[src/rtl/softstop_map.vh]
// command codes, field layouts, reset values and timing for soft-stop block
`ifndef SOFTSTOP_MAP_VH
`define SOFTSTOP_MAP_VH

`define CMD_FALL_TIME 8'h65
`define CMD_FAULT_SUMMARY 8'h78

`define FALL_FIXED_HI 12'hf80
`define FALL_MANT_RST 4'h0
`define FALL_MANT_MSB 3
`define FALL_FIXED_LSB 4

`define REST_MANT_0P5 4'h0
`define REST_MANT_1 4'h2
`define REST_MANT_2 4'h4
`define REST_MANT_4 4'h8

`define MANT_TH_1MS 4'h2
`define MANT_TH_2MS 4'h4
`define MANT_TH_4MS 4'h8

`define SUM_OFF 6
`define SUM_OVF 5
`define SUM_OCF 4
`define SUM_TEMP 2
`define SUM_CML 1
`define SUM_OTH 0
`define VSTAT_OVF 7
`define ISTAT_OCF 7
`define ISTAT_OVERCURRENT_UNDERVOLTAGE_FLAG 6

`define CLK_PERIOD_NS 4
`define TICK_NS 1000
`define TICK_CYCLES (`TICK_NS / `CLK_PERIOD_NS)

`define DAC_LSB_MV 5
`define CUTOFF_MV 200
`define CUTOFF_CODE (`CUTOFF_MV / `DAC_LSB_MV)
`define BOOT_CODE_STEP 32
`define BOOT_CODE_FILL 5'h1f
`define FRAC_BITS 8
`define STEP_BASE 16

`endif

[src/rtl/softstop_ramp.v]
// reference dac down-ramp generator with microsecond tick
`include "softstop_map.vh"

module softstop_ramp #(
   parameter TICK_CYCLES = `TICK_CYCLES,
   parameter ACC_W = 18
) (
   input wire clk,
   input wire resetn,
   input wire load,
   input wire [ACC_W-1:0] load_value,
   input wire run,
   input wire [1:0] shift,
   input wire [4:0] level,
   output reg [ACC_W-`FRAC_BITS-1:0] ref_code_ff,
   output reg done_ff
);

   reg [ACC_W-1:0] acc_ff;
   reg [15:0] tick_ff;
   wire tick;
   wire [ACC_W-1:0] base_step;
   wire [ACC_W-1:0] step;
   wire [ACC_W-1:0] acc_dec;

   assign tick = (tick_ff == TICK_CYCLES - 1);
   // slew per boot level, (level + 1) times STEP_BASE, shifted per setting
   assign base_step = (level + 1'b1) * `STEP_BASE;
   assign step = base_step >> shift;
   assign acc_dec = acc_ff - step;

   always @(posedge clk or negedge resetn) begin
      if (!resetn) begin
         tick_ff <= 16'h0000;
      end else if (!run || tick) begin
         tick_ff <= 16'h0000;
      end else begin
         tick_ff <= tick_ff + 16'h0001;
      end
   end

   always @(posedge clk or negedge resetn) begin
      if (!resetn) begin
         acc_ff <= {ACC_W{1'b0}};
         ref_code_ff <= {(ACC_W-`FRAC_BITS){1'b0}};
         done_ff <= 1'b0;
      end else begin
         if (load) begin
            acc_ff <= load_value;
            done_ff <= 1'b0;
            ref_code_ff <= load_value[ACC_W-1:`FRAC_BITS];
         end else if (run && tick) begin
            // reference walks down to exactly zero
            if (acc_ff <= step) begin
               acc_ff <= {ACC_W{1'b0}};
               ref_code_ff <= {(ACC_W-`FRAC_BITS){1'b0}};
               done_ff <= 1'b1;
            end else begin
               acc_ff <= acc_dec;
               ref_code_ff <= acc_dec[ACC_W-1:`FRAC_BITS];
            end
         end
      end
   end

endmodule // softstop_ramp

[src/rtl/softstop_fault_summary.v]
// soft-stop fall-time command, reference ramp control and fault summary byte
`include "softstop_map.vh"

module softstop_fault_summary #(
   parameter TICK_CYCLES = `TICK_CYCLES,
   parameter DAC_W = 10
) (
   input wire clk,
   input wire resetn,
   input wire cmd_valid,
   input wire cmd_write,
   input wire cmd_word,
   input wire [7:0] cmd_code,
   input wire [15:0] cmd_wdata,
   input wire nvm_restore,
   input wire [1:0] nvm_fall_sel,
   input wire power_up,
   input wire softstop_start,
   input wire [4:0] boot_voltage_level,
   input wire [DAC_W-1:0] vout_code,
   input wire secondary_mode,
   input wire [7:0] output_voltage_status,
   input wire [7:0] output_current_status,
   input wire temperature_summary_flag,
   input wire cml_fault,
   input wire other_fault_flag,
   output reg rsp_valid_ff,
   output reg rsp_nack_ff,
   output reg [15:0] rsp_data_ff,
   output reg invalid_data_set_ff,
   output reg [3:0] softstop_fall_time_ff,
   output reg [1:0] fall_setting_ff,
   output reg switch_en_ff,
   output reg [DAC_W-1:0] ref_target_ff,
   output reg softstop_done_ff,
   output reg [7:0] fault_summary_ff
);

   localparam ACC_W = DAC_W + `FRAC_BITS;
   localparam ST_OFF = 2'b00;
   localparam ST_RUN = 2'b01;
   localparam ST_RAMP = 2'b10;
   localparam ST_DONE = 2'b11;

   reg [1:0] state_ff;
   reg [1:0] nxt_state;
   reg nxt_switch_en;
   reg ramp_load;
   reg ramp_run;
   reg [ACC_W-1:0] ramp_value;
   reg nxt_rsp_valid;
   reg nxt_rsp_nack;
   reg [15:0] nxt_rsp_data;
   reg nxt_invalid;
   reg [3:0] nxt_mant;
   reg [7:0] nxt_summary;
   wire [DAC_W-1:0] ramp_code;
   wire ramp_done;
   wire fall_wr;
   wire fall_bad;
   wire [ACC_W-1:0] boot_acc;

   // supported setting rounded down from the mantissa: 0=0.5ms 1=1ms 2=2ms 3=4ms
   function [1:0] fall_sel;
      input [3:0] mant;
      begin
         if (mant < `MANT_TH_1MS) begin
            fall_sel = 2'd0;
         end else if (mant < `MANT_TH_2MS) begin
            fall_sel = 2'd1;
         end else if (mant < `MANT_TH_4MS) begin
            fall_sel = 2'd2;
         end else begin
            fall_sel = 2'd3;
         end
      end
   endfunction

   // fixed mantissa stored back for each supported setting
   function [3:0] restore_mant;
      input [1:0] sel;
      begin
         case (sel)
            2'd0: restore_mant = `REST_MANT_0P5;
            2'd1: restore_mant = `REST_MANT_1;
            2'd2: restore_mant = `REST_MANT_2;
            default: restore_mant = `REST_MANT_4;
         endcase
      end
   endfunction

   function [15:0] fall_word;
      input [3:0] mant;
      begin
         fall_word = {`FALL_FIXED_HI, mant};
      end
   endfunction

   assign fall_wr = cmd_valid && cmd_write &&
      (cmd_code == `CMD_FALL_TIME);
   // any change to the fixed upper field is refused
   assign fall_bad = !cmd_word ||
      (cmd_wdata[15:`FALL_FIXED_LSB] != `FALL_FIXED_HI);
   // top of each boot level band, so level 31 still fits the dac code
   assign boot_acc = {boot_voltage_level, `BOOT_CODE_FILL,
      {`FRAC_BITS{1'b0}}};

   // command decode and response
   always @* begin
      nxt_rsp_valid = cmd_valid;
      nxt_rsp_nack = 1'b0;
      nxt_rsp_data = 16'h0000;
      nxt_invalid = 1'b0;
      nxt_mant = softstop_fall_time_ff;
      if (nvm_restore) begin
         nxt_mant = restore_mant(nvm_fall_sel);
      end
      if (cmd_valid) begin
         case (cmd_code)
            `CMD_FALL_TIME: begin
               if (!cmd_write) begin
                  nxt_rsp_data = fall_word(softstop_fall_time_ff);
               end else if (fall_bad) begin
                  nxt_rsp_nack = 1'b1;
                  nxt_invalid = 1'b1;
               end else begin
                  // value kept as written
                  nxt_mant = cmd_wdata[`FALL_MANT_MSB:0];
               end
            end
            `CMD_FAULT_SUMMARY: begin
               if (cmd_write || cmd_word) begin
                  nxt_rsp_nack = 1'b1;
                  nxt_invalid = 1'b1;
               end else begin
                  nxt_rsp_data = {8'h00, fault_summary_ff};
               end
            end
            default: begin
               nxt_rsp_nack = 1'b1;
            end
         endcase
      end
   end

   always @(posedge clk or negedge resetn) begin
      if (!resetn) begin
         rsp_valid_ff <= 1'b0;
         rsp_nack_ff <= 1'b0;
         rsp_data_ff <= 16'h0000;
         invalid_data_set_ff <= 1'b0;
         softstop_fall_time_ff <= `FALL_MANT_RST;
         fall_setting_ff <= 2'd0;
      end else begin
         rsp_valid_ff <= nxt_rsp_valid;
         rsp_nack_ff <= nxt_rsp_nack;
         rsp_data_ff <= nxt_rsp_data;
         invalid_data_set_ff <= nxt_invalid;
         softstop_fall_time_ff <= nxt_mant;
         fall_setting_ff <= fall_sel(nxt_mant);
      end
   end

   // summary byte built from live detailed sources
   always @* begin
      nxt_summary = 8'h00;
      nxt_summary[`SUM_OFF] = !switch_en_ff;
      nxt_summary[`SUM_OVF] = output_voltage_status[`VSTAT_OVF];
      nxt_summary[`SUM_OCF] = output_current_status[`ISTAT_OCF] |
         output_current_status[`ISTAT_OVERCURRENT_UNDERVOLTAGE_FLAG];
      nxt_summary[`SUM_TEMP] = temperature_summary_flag;
      nxt_summary[`SUM_CML] = cml_fault;
      nxt_summary[`SUM_OTH] = other_fault_flag;
      if (secondary_mode) begin
         nxt_summary = 8'h00;
      end
   end

   always @(posedge clk or negedge resetn) begin
      if (!resetn) begin
         fault_summary_ff <= 8'h40;
      end else begin
         fault_summary_ff <= nxt_summary;
      end
   end

   // power-stage sequencing
   always @* begin
      nxt_state = state_ff;
      nxt_switch_en = switch_en_ff;
      ramp_load = 1'b0;
      ramp_run = 1'b0;
      ramp_value = boot_acc;
      case (state_ff)
         ST_OFF: begin
            nxt_switch_en = 1'b0;
            if (power_up) begin
               ramp_load = 1'b1;
               nxt_switch_en = 1'b1;
               nxt_state = ST_RUN;
            end
         end
         ST_RUN: begin
            if (softstop_start) begin
               // start from the present reference
               ramp_load = 1'b1;
               ramp_value = {ref_target_ff, {`FRAC_BITS{1'b0}}};
               nxt_state = ST_RAMP;
            end
         end
         ST_RAMP: begin
            ramp_run = 1'b1;
            if (vout_code <= `CUTOFF_CODE) begin
               nxt_switch_en = 1'b0;
            end
            if (ramp_done) begin
               nxt_state = ST_DONE;
            end
         end
         ST_DONE: begin
            nxt_switch_en = 1'b0;
            nxt_state = ST_OFF;
         end
         default: begin
            nxt_switch_en = 1'b0;
            nxt_state = ST_OFF;
         end
      endcase
   end

   always @(posedge clk or negedge resetn) begin
      if (!resetn) begin
         state_ff <= ST_OFF;
         switch_en_ff <= 1'b0;
         ref_target_ff <= {DAC_W{1'b0}};
         softstop_done_ff <= 1'b0;
      end else begin
         state_ff <= nxt_state;
         switch_en_ff <= nxt_switch_en;
         ref_target_ff <= ramp_code;
         softstop_done_ff <= (state_ff == ST_DONE);
      end
   end

   softstop_ramp #(
      .TICK_CYCLES(TICK_CYCLES),
      .ACC_W(ACC_W)
   ) u_ramp (
      .clk(clk),
      .resetn(resetn),
      .load(ramp_load),
      .load_value(ramp_value),
      .run(ramp_run),
      .shift(fall_setting_ff),
      .level(boot_voltage_level),
      .ref_code_ff(ramp_code),
      .done_ff(ramp_done)
   );

endmodule // softstop_fault_summary

[config.mk]
export PLATFORM = sky130hd
export DESIGN_NAME = softstop_fault_summary
export DESIGN_NICKNAME = d
export VERILOG_FILES = /design/src/rtl/softstop_ramp.v /design/src/rtl/softstop_fault_summary.v
export VERILOG_INCLUDE_DIRS = /design/src /design/src/rtl
export SDC_FILE = /design/constraint.sdc
export NUM_CORES = 1
export LEC_CHECK = 0
export BUFFER_PORTS_ARGS = -buffer_cell sky130_fd_sc_hd__buf_2
export CAP_MARGIN = 40
export CORE_MARGIN = 10
export CORE_UTILIZATION = 47
export CTS_CLUSTER_SIZE = 20
export DETAILED_ROUTE_END_ITERATION = 16
export PLACE_DENSITY = 0.73
export SETUP_SLACK_MARGIN = 0.2
export SKIP_LAST_GASP = 1
export SLEW_MARGIN = 20
export SYNTH_ARGS = -nofsm -noshare
export SYNTH_HDL_FRONTEND = slang
export SYNTH_SLANG_ARGS = --single-unit
[constraint.sdc]
create_clock -name clk -period 3.4 [get_ports clk]
set_clock_uncertainty 0.2 [all_clocks]
set_input_delay 0.17 -clock clk [delete_from_list [all_inputs] [get_ports clk]]
set_output_delay 0.17 -clock clk [all_outputs]
set_load 0.01 [all_outputs]
==> results.yml, run 1 <==
worst_setup_path:
  path_class: "flop to flop"
  path_max_fanout: 8
  cp.required_ns: 3.43
  startpoint_type: "flop"
  worstPathArrival_ns: 3.13
  critPathCaptureType: "flop"
  crit_path_cell_trace: "o31ai_4, a22oi_2, mux2_4, ha_4, nand4_1, or3_4, o31ai_4, a31o_4, buf_4, o21a_4, o221ai_2"
  crit_top_cell: "o31ai_4"
  critPathSlowestCell: "dfrtp_2"
  reg2reg_depth: 11
  slowest_delay_ns: 0.49
placement:
  portBuffers: 94
  dpl_worst_slack_ns: 0.000287
  place.gp.congestion: 0.921
  detailed_place_hpwl_um: 7840
layout:
  insertedDiodeCount: 0
  seq_area_um2: 1780
  multi_input_area_um2: 2170
  drive_gt1_share_pct: 30.2
  syn_to_final_growth_pct: 30.4
  fin_nets: 631
  fill_cells: 664
floorplanning:
  die_area_um2: 12600
  die_w_um: 112
  row_count: 33
  initial_core_util_pct: 48.5
  chipHeight_um: 112
  ios: 114
  coreArea_um2: 8220
clock_network:
  cts_tree: "yes"
  htreeDepth: 3
  cts_buffer_depth: 2
  clkLatencyLatePin_ns: 0.36
  cts.sinks: 71
  clkTransAtPathRegs_ns: 0.08
  clk_root_buffer_cell: "clkbuf_8"
  cts_buffers: 9
timing:
  min_period_ns: 3.10
  tns_ns: 0
  hold_viol: 0
  final_max_slew_viol_count: 0
  fin_ws_ns: 0.297
  max_slew.worst_pin.slew_ns: 0.720
  relSlewSlack_pct: 51.6
  fmax_ghz: 0.322
  setup_viol: 0
  rsz0062_at_grt: "yes"
  post-route-period-util_pct: 91.3
global_route:
  grt_pass1_vias: 3588
  grt_pass1_wl_um: 17400
  antenna_found_initial: 0
  grt_max_degree: 26
  grt.total_usage_pct: 16.5
  overflow: 0
pwr:
  p_leak_uw: 0.00236
  ir_worst_vdd_mv: 0.325
  power.density_nw_per_um2: 591
yosys:
  synth-seq-cells: 71
  ys_seq_area_share_pct: 44.6
  yosys_warnings: 0
  ys_types: 64
  ys_async_sr_fraction_pct: 100
  synth-edff-count: 0
  synthFlopType: "dfrtp_1"
  synth_area_per_cell_um2: 9.68
  synth_area_um2: 3990
  netlist_instances: 412
routing:
  wire_per_inst_um: 16.3
  drc: 0
  routed_wl_um: 10700
  postRouteAntennaNets: 0
  drtPass1Iterations: 5
  avgViaCountPerCell: 5.46
  drt-initial-drc-count: 225
  vias: 3578
run_status:
  status: "finished clean"
run:
  maxCapViolations: 0
hold_path:
  hold_depth: 3
  min_path_type: "input port to flop"
-- worst paths after layout --
check                                    from                  endpoint  slack, ns
hold reg to reg             u_ramp.acc_ff[16]          ref_target_ff[8]       0.22
max in group asynchronous              resetn       fault_summary_ff[6]       2.09
setup / recovery           fall_setting_ff[0]         u_ramp.acc_ff[14]       0.30
hold / removal                    nvm_restore  softstop_fall_time_ff[0]       0.02
setup reg to reg           fall_setting_ff[0]         u_ramp.acc_ff[14]       0.30
min in group asynchronous              resetn         u_ramp.acc_ff[10]       0.13
-- registers in the layout, summed over array words and instances (netlist names) --
register               count
u_ramp.acc_ff             17
u_ramp.tick_ff            16
ref_target_ff             10
rsp_data_ff                8
fault_summary_ff           6
softstop_fall_time_ff      4
fall_setting_ff            2
state_ff                   2
invalid_data_set_ff        1
rsp_nack_ff                1
rsp_valid_ff               1
softstop_done_ff           1
switch_en_ff               1
u_ramp.done_ff             1
-- critical path: cells and delay by family, from the launching register on --
kind / cells / cell delay [ns]
DFF: 1 / 0.49
muxes: 1 / 0.28
and+or+nand+nor: 2 / 0.56
AOI/OAI and AO/OA: 6 / 1.01
adders and majority gates: 1 / 0.29
buffers and inverters: 1 / 0.13
-- synthesized netlist by cell type (5+ instances only) --
master,number,area share (%)
xnor2_1,11,2.4
nor3_1,9,1.1
nand4_1,5,0.78
ha_1,17,5.3
dfrtp_1,70,44
nor4_1,5,0.78
o21a_1,6,1.1
o21ai_0,16,2.0
nand2_1,31,2.9
and3_1,8,1.3
buf_4,10,1.9
nor2b_1,8,1.3
nand3b_1,7,1.3
o31ai_1,7,1.3
nand3_1,17,2.1
clkbuf_1,9,0.85
o211ai_1,7,1.3
a22oi_1,6,1.1
a21oi_1,13,1.6
xor2_1,11,2.4
and2_1,5,0.78
nor2_1,41,3.9
inv_1,19,1.8
-- logic make-up (layout without fill, tap and decap cells) --
group | after synthesis | in the layout | share of synthesized area [%]
flip-flops | 71 | 71 | 44.6
buffers and inverters | 39 | 172 | 4.80
XOR/XNOR | 22 | 22 | 4.83
adder cells (fa/ha/maj) | 17 | 17 | 5.33
multiplexers | 8 | 8 | 2.13
other | 1 | 6 | 0.0940
AO/OA/AOI/OAI | 91 | 91 | 16.4
AND/OR/NAND/NOR | 163 | 163 | 21.8
-- per-layer routing --
| metal | part of all wire, % | vias up | track usage (%) | wire length (um) |
|---|---|---|---|---|
| li1 | - | 1748 | - | - |
| met5 | 0 | - | 0 | 0 |
| met4 | 2.6 | 0 | 5.58 | 273 |
| met1 | 41 | 1695 | 19.8 | 4370 |
| met3 | 5.9 | 26 | 4.26 | 632 |
| met2 | 51 | 109 | 27.9 | 5390 |
-- cell type report --
cell class	count	area share (%)
well taps	105	2.53
flip-flops and latches	71	34.2
clock buffers	9	2.38
inverters	19	1.37
multi-input cells	307	41.7
repair buffers	137	16.3
clock inverters	7	1.54
-- metrics by stage --
step / instances / cell area [um^2] / hold slack, ns / util (%) / power, uW
floorplan: 417 / 4040 / -0.326 / - / 1880
global placement: 609 / 4610 / -0.00207 / 56.2 / 2200
detailed placement: 609 / 4610 / 0.00139 / 56.2 / 2220
CTS: 647 / 5040 / 0.00200 / 61.4 / 2950
global route: 655 / 5200 / 0.0379 / 63.3 / 3280
finish: 655 / 5200 / 0.0155 / 63.3 / 3070
-- repair_timing --
action	4_1_cts	5_1_grt
hold buffers	22	0
setup endpoints to repair	13	13
pin swaps	1	12
buffers inserted	0	8
endpoints found under the hold margin	50	0
resized for setup	3	21
-- power by group --
part | switching (uW) | internal (uW) | leakage, uW
logic | 685 | 583 | 0.00138
clock network | 362 | 349 | 0.000102
registers | 113 | 980 | 0.000872
-- cells in the final DEF, fill, tap and decap left out, drive strengths merged, types with 3 or more instances in the layout --
cell type    instances
ha                  17
mux2i                4
and2                 5
a21o                 4
nor4                 5
nand3               17
nand2               31
nand4                5
or4b                 3
o21ai               20
o21a                 7
buf                115
nand3b               7
a21oi               14
a22oi                6
xnor2               11
nor3                 9
nor4bb               4
inv                 22
or2                  3
and3                 8
nor2b                8
dlygate4sd3         22
or4                  3
mux2                 4
nand2b               4
o31ai                8
clkbuf               9
dfrtp               70
nor2                41
xor2                11
conb                 6
or3                  3
o211ai               7
(Power assumes the default switching activity.)
==> run 2: changes to the inputs <==
--- a/config.mk
+++ b/config.mk
@@ -12,6 +12,7 @@
 export CORE_UTILIZATION = 47
 export CTS_CLUSTER_SIZE = 20
 export DETAILED_ROUTE_END_ITERATION = 16
+export MAX_ROUTING_LAYER = met4
 export PLACE_DENSITY = 0.73
 export SETUP_SLACK_MARGIN = 0.2
 export SKIP_LAST_GASP = 1
==> results.yml, run 2 (synthesis results as in run 1) <==
global_route:
  antenna_found_initial: 0
  overflow: 0
  grt.total_usage_pct: 17.4
  grt_pass1_wl_um: 18000
  grt_pass1_vias: 3717
  grt_max_degree: 43
worst_setup_path:
  path_class: "flop to flop"
  r2r-end: "u_ramp.acc_ff[15]"
  path_max_fanout: 8
  r2r_start: "fall_setting_ff[0]"
  critPathCaptureType: "flop"
  worstPathArrival_ns: 3.20
  crit_path_cell_trace: "nor2b_1, a22oi_2, mux2_2, ha_4, nand4_1, nor2_2, o31ai_4, a31o_4, or4b_2, nand3_1"
  critPathSlowestCell: "or4b_2"
  cp.required_ns: 3.49
  reg2reg_depth: 10
  startpoint_type: "flop"
  slowest_delay_ns: 0.63
  r2r_slack_ns: 0.29
timing:
  relSlewSlack_pct: 53.2
  max_slew.worst_pin.slew_ns: 0.697
  setup_viol: 0
  post-route-period-util_pct: 91.5
  hold_viol: 0
  fmax_ghz: 0.321
  tns_ns: 0
  rsz0062_at_grt: "yes"
  min_period_ns: 3.11
  whs_ns: 0.0279
  final_max_slew_viol_count: 0
hold_path:
  hold_depth: 5
  min_to: "switch_en_ff"
  min_from: "vout_code[9]"
  min_path_type: "input port to flop"
routing:
  vias: 3638
  drc: 0
  drtPass1Iterations: 4
  routed_wl_um: 10900
  postRouteAntennaNets: 0
  drt-initial-drc-count: 190
  wire_per_inst_um: 16.6
  avgViaCountPerCell: 5.54
layout:
  final_cell_mix: "buf_2 (94), dfrtp_1 (69), nor2_1 (40), nand2_1 (30), dlygate4sd3_1 (23)"
  syn_to_final_growth_pct: 31.2
  largest_register: "u_ramp.acc_ff"
  top_regs: "u_ramp.acc_ff (17), u_ramp.tick_ff (16), ref_target_ff (10)"
  largest_reg_flops: 17
  final_common_cell: "buf_2"
  fin_nets: 633
  drive_gt1_share_pct: 30.3
  insertedDiodeCount: 0
floorplanning:
  row_count: 33
  coreArea_um2: 8220
  initial_core_util_pct: 48.5
  chipHeight_um: 112
  die_w_um: 112
  ios: 114
  die_area_um2: 12600
clock_network:
  htreeDepth: 3
  clkLatencyLatePin_ns: 0.35
  clkTransAtPathRegs_ns: 0.08
  cts_buffer_depth: 2
  cts.sinks: 71
  clk_root_buffer_cell: "clkbuf_8"
  cts_buffers: 9
  cts_tree: "yes"
run_status:
  status: "finished clean"
pwr:
  p_leak_uw: 0.00237
  power.density_nw_per_um2: 591
  ir_worst_vdd_mv: 0.400
placement:
  portBuffers: 94
  place.gp.congestion: 0.913
  detailed_place_hpwl_um: 7920
run:
  maxCapViolations: 0
[run 2: changes by cell type in the layout (fill, tap and decap cells not counted), moves of 2 or more]
cell,previous run,this run
clkbuf_8,9,11
nor2b_2,2,0
buf_4,21,19
buf_6,0,2
nor2b_1,6,8
[run 2: worst max-delay path by stage]
stage                           from                end  depth (start not counted)
6_report          fall_setting_ff[0]  u_ramp.acc_ff[15]                         10
3_3_place_gp   boot_voltage_level[0]  u_ramp.acc_ff[15]                         14
2_1_floorplan     fall_setting_ff[0]  u_ramp.acc_ff[15]                         12
5_1_grt           fall_setting_ff[0]  u_ramp.acc_ff[15]                         11
4_1_cts           fall_setting_ff[0]  u_ramp.acc_ff[15]                         10
3_5_place_dp   boot_voltage_level[0]   u_ramp.acc_ff[6]                         15
[run 2: where the power goes]
part | internal [uW] | total, uW | switching, uW
clock | 384 | 720 | 336
combinational | 577 | 1280 | 699
sequential | 980 | 1090 | 114
total | 1940 | 3090 | 1150
[run 2: what timing repair did]
action                                 CTS  global route
hold buffers                            23             0
setup endpoints to repair               14            15
endpoints found under the hold margin   56             0
setup buffers                            2             9
gates resized for setup                  3            21
pin swaps                                0            16
gates cloned                             0             0
[run 2: metal layers]
layer | GRT usage [%] | vias to the layer above | routed length, um
li1 | - | 1750 | -
met1 | 19.4 | 1781 | 4510
met2 | 29.9 | 88 | 5660
met3 | 3.99 | 19 | 556
met4 | 6.18 | 0 | 205
met5 | - | - | 0
[run 2: layout make-up]
class,instances,area [um^2]
multi-input cells,307,2150
fillers,679,2990
repair buffers,139,886
flip-flops and latches,71,1780
inverters,19,71.3
well taps,105,131
clock buffers,11,151
clock inverters,5,63.8
[run 2: per-stage QoR]
stage               power (uW)  worst slack, ns  util, %  area [um^2]  instances
detailed placement        2230           0.0303     56.1         4610        607
global placement          2190            0.112     55.9         4590        606
CTS                       2990            0.201     61.8         5080        648
finish                    3090            0.287     63.7         5230        657
floorplan                 1880            0.223        -         4040        417
global route              3300            0.149     63.7         5230        657
[run 2: worst max-delay path, delay by kind of cell, from the launching register on]
family	cells	cell delay [ns]
multiplexers	1	0.30
AO/OA/AOI/OAI	3	0.47
AND/OR/NAND/NOR	5	1.30
adder cells (fa/ha/maj)	1	0.30
flip-flops	1	0.47
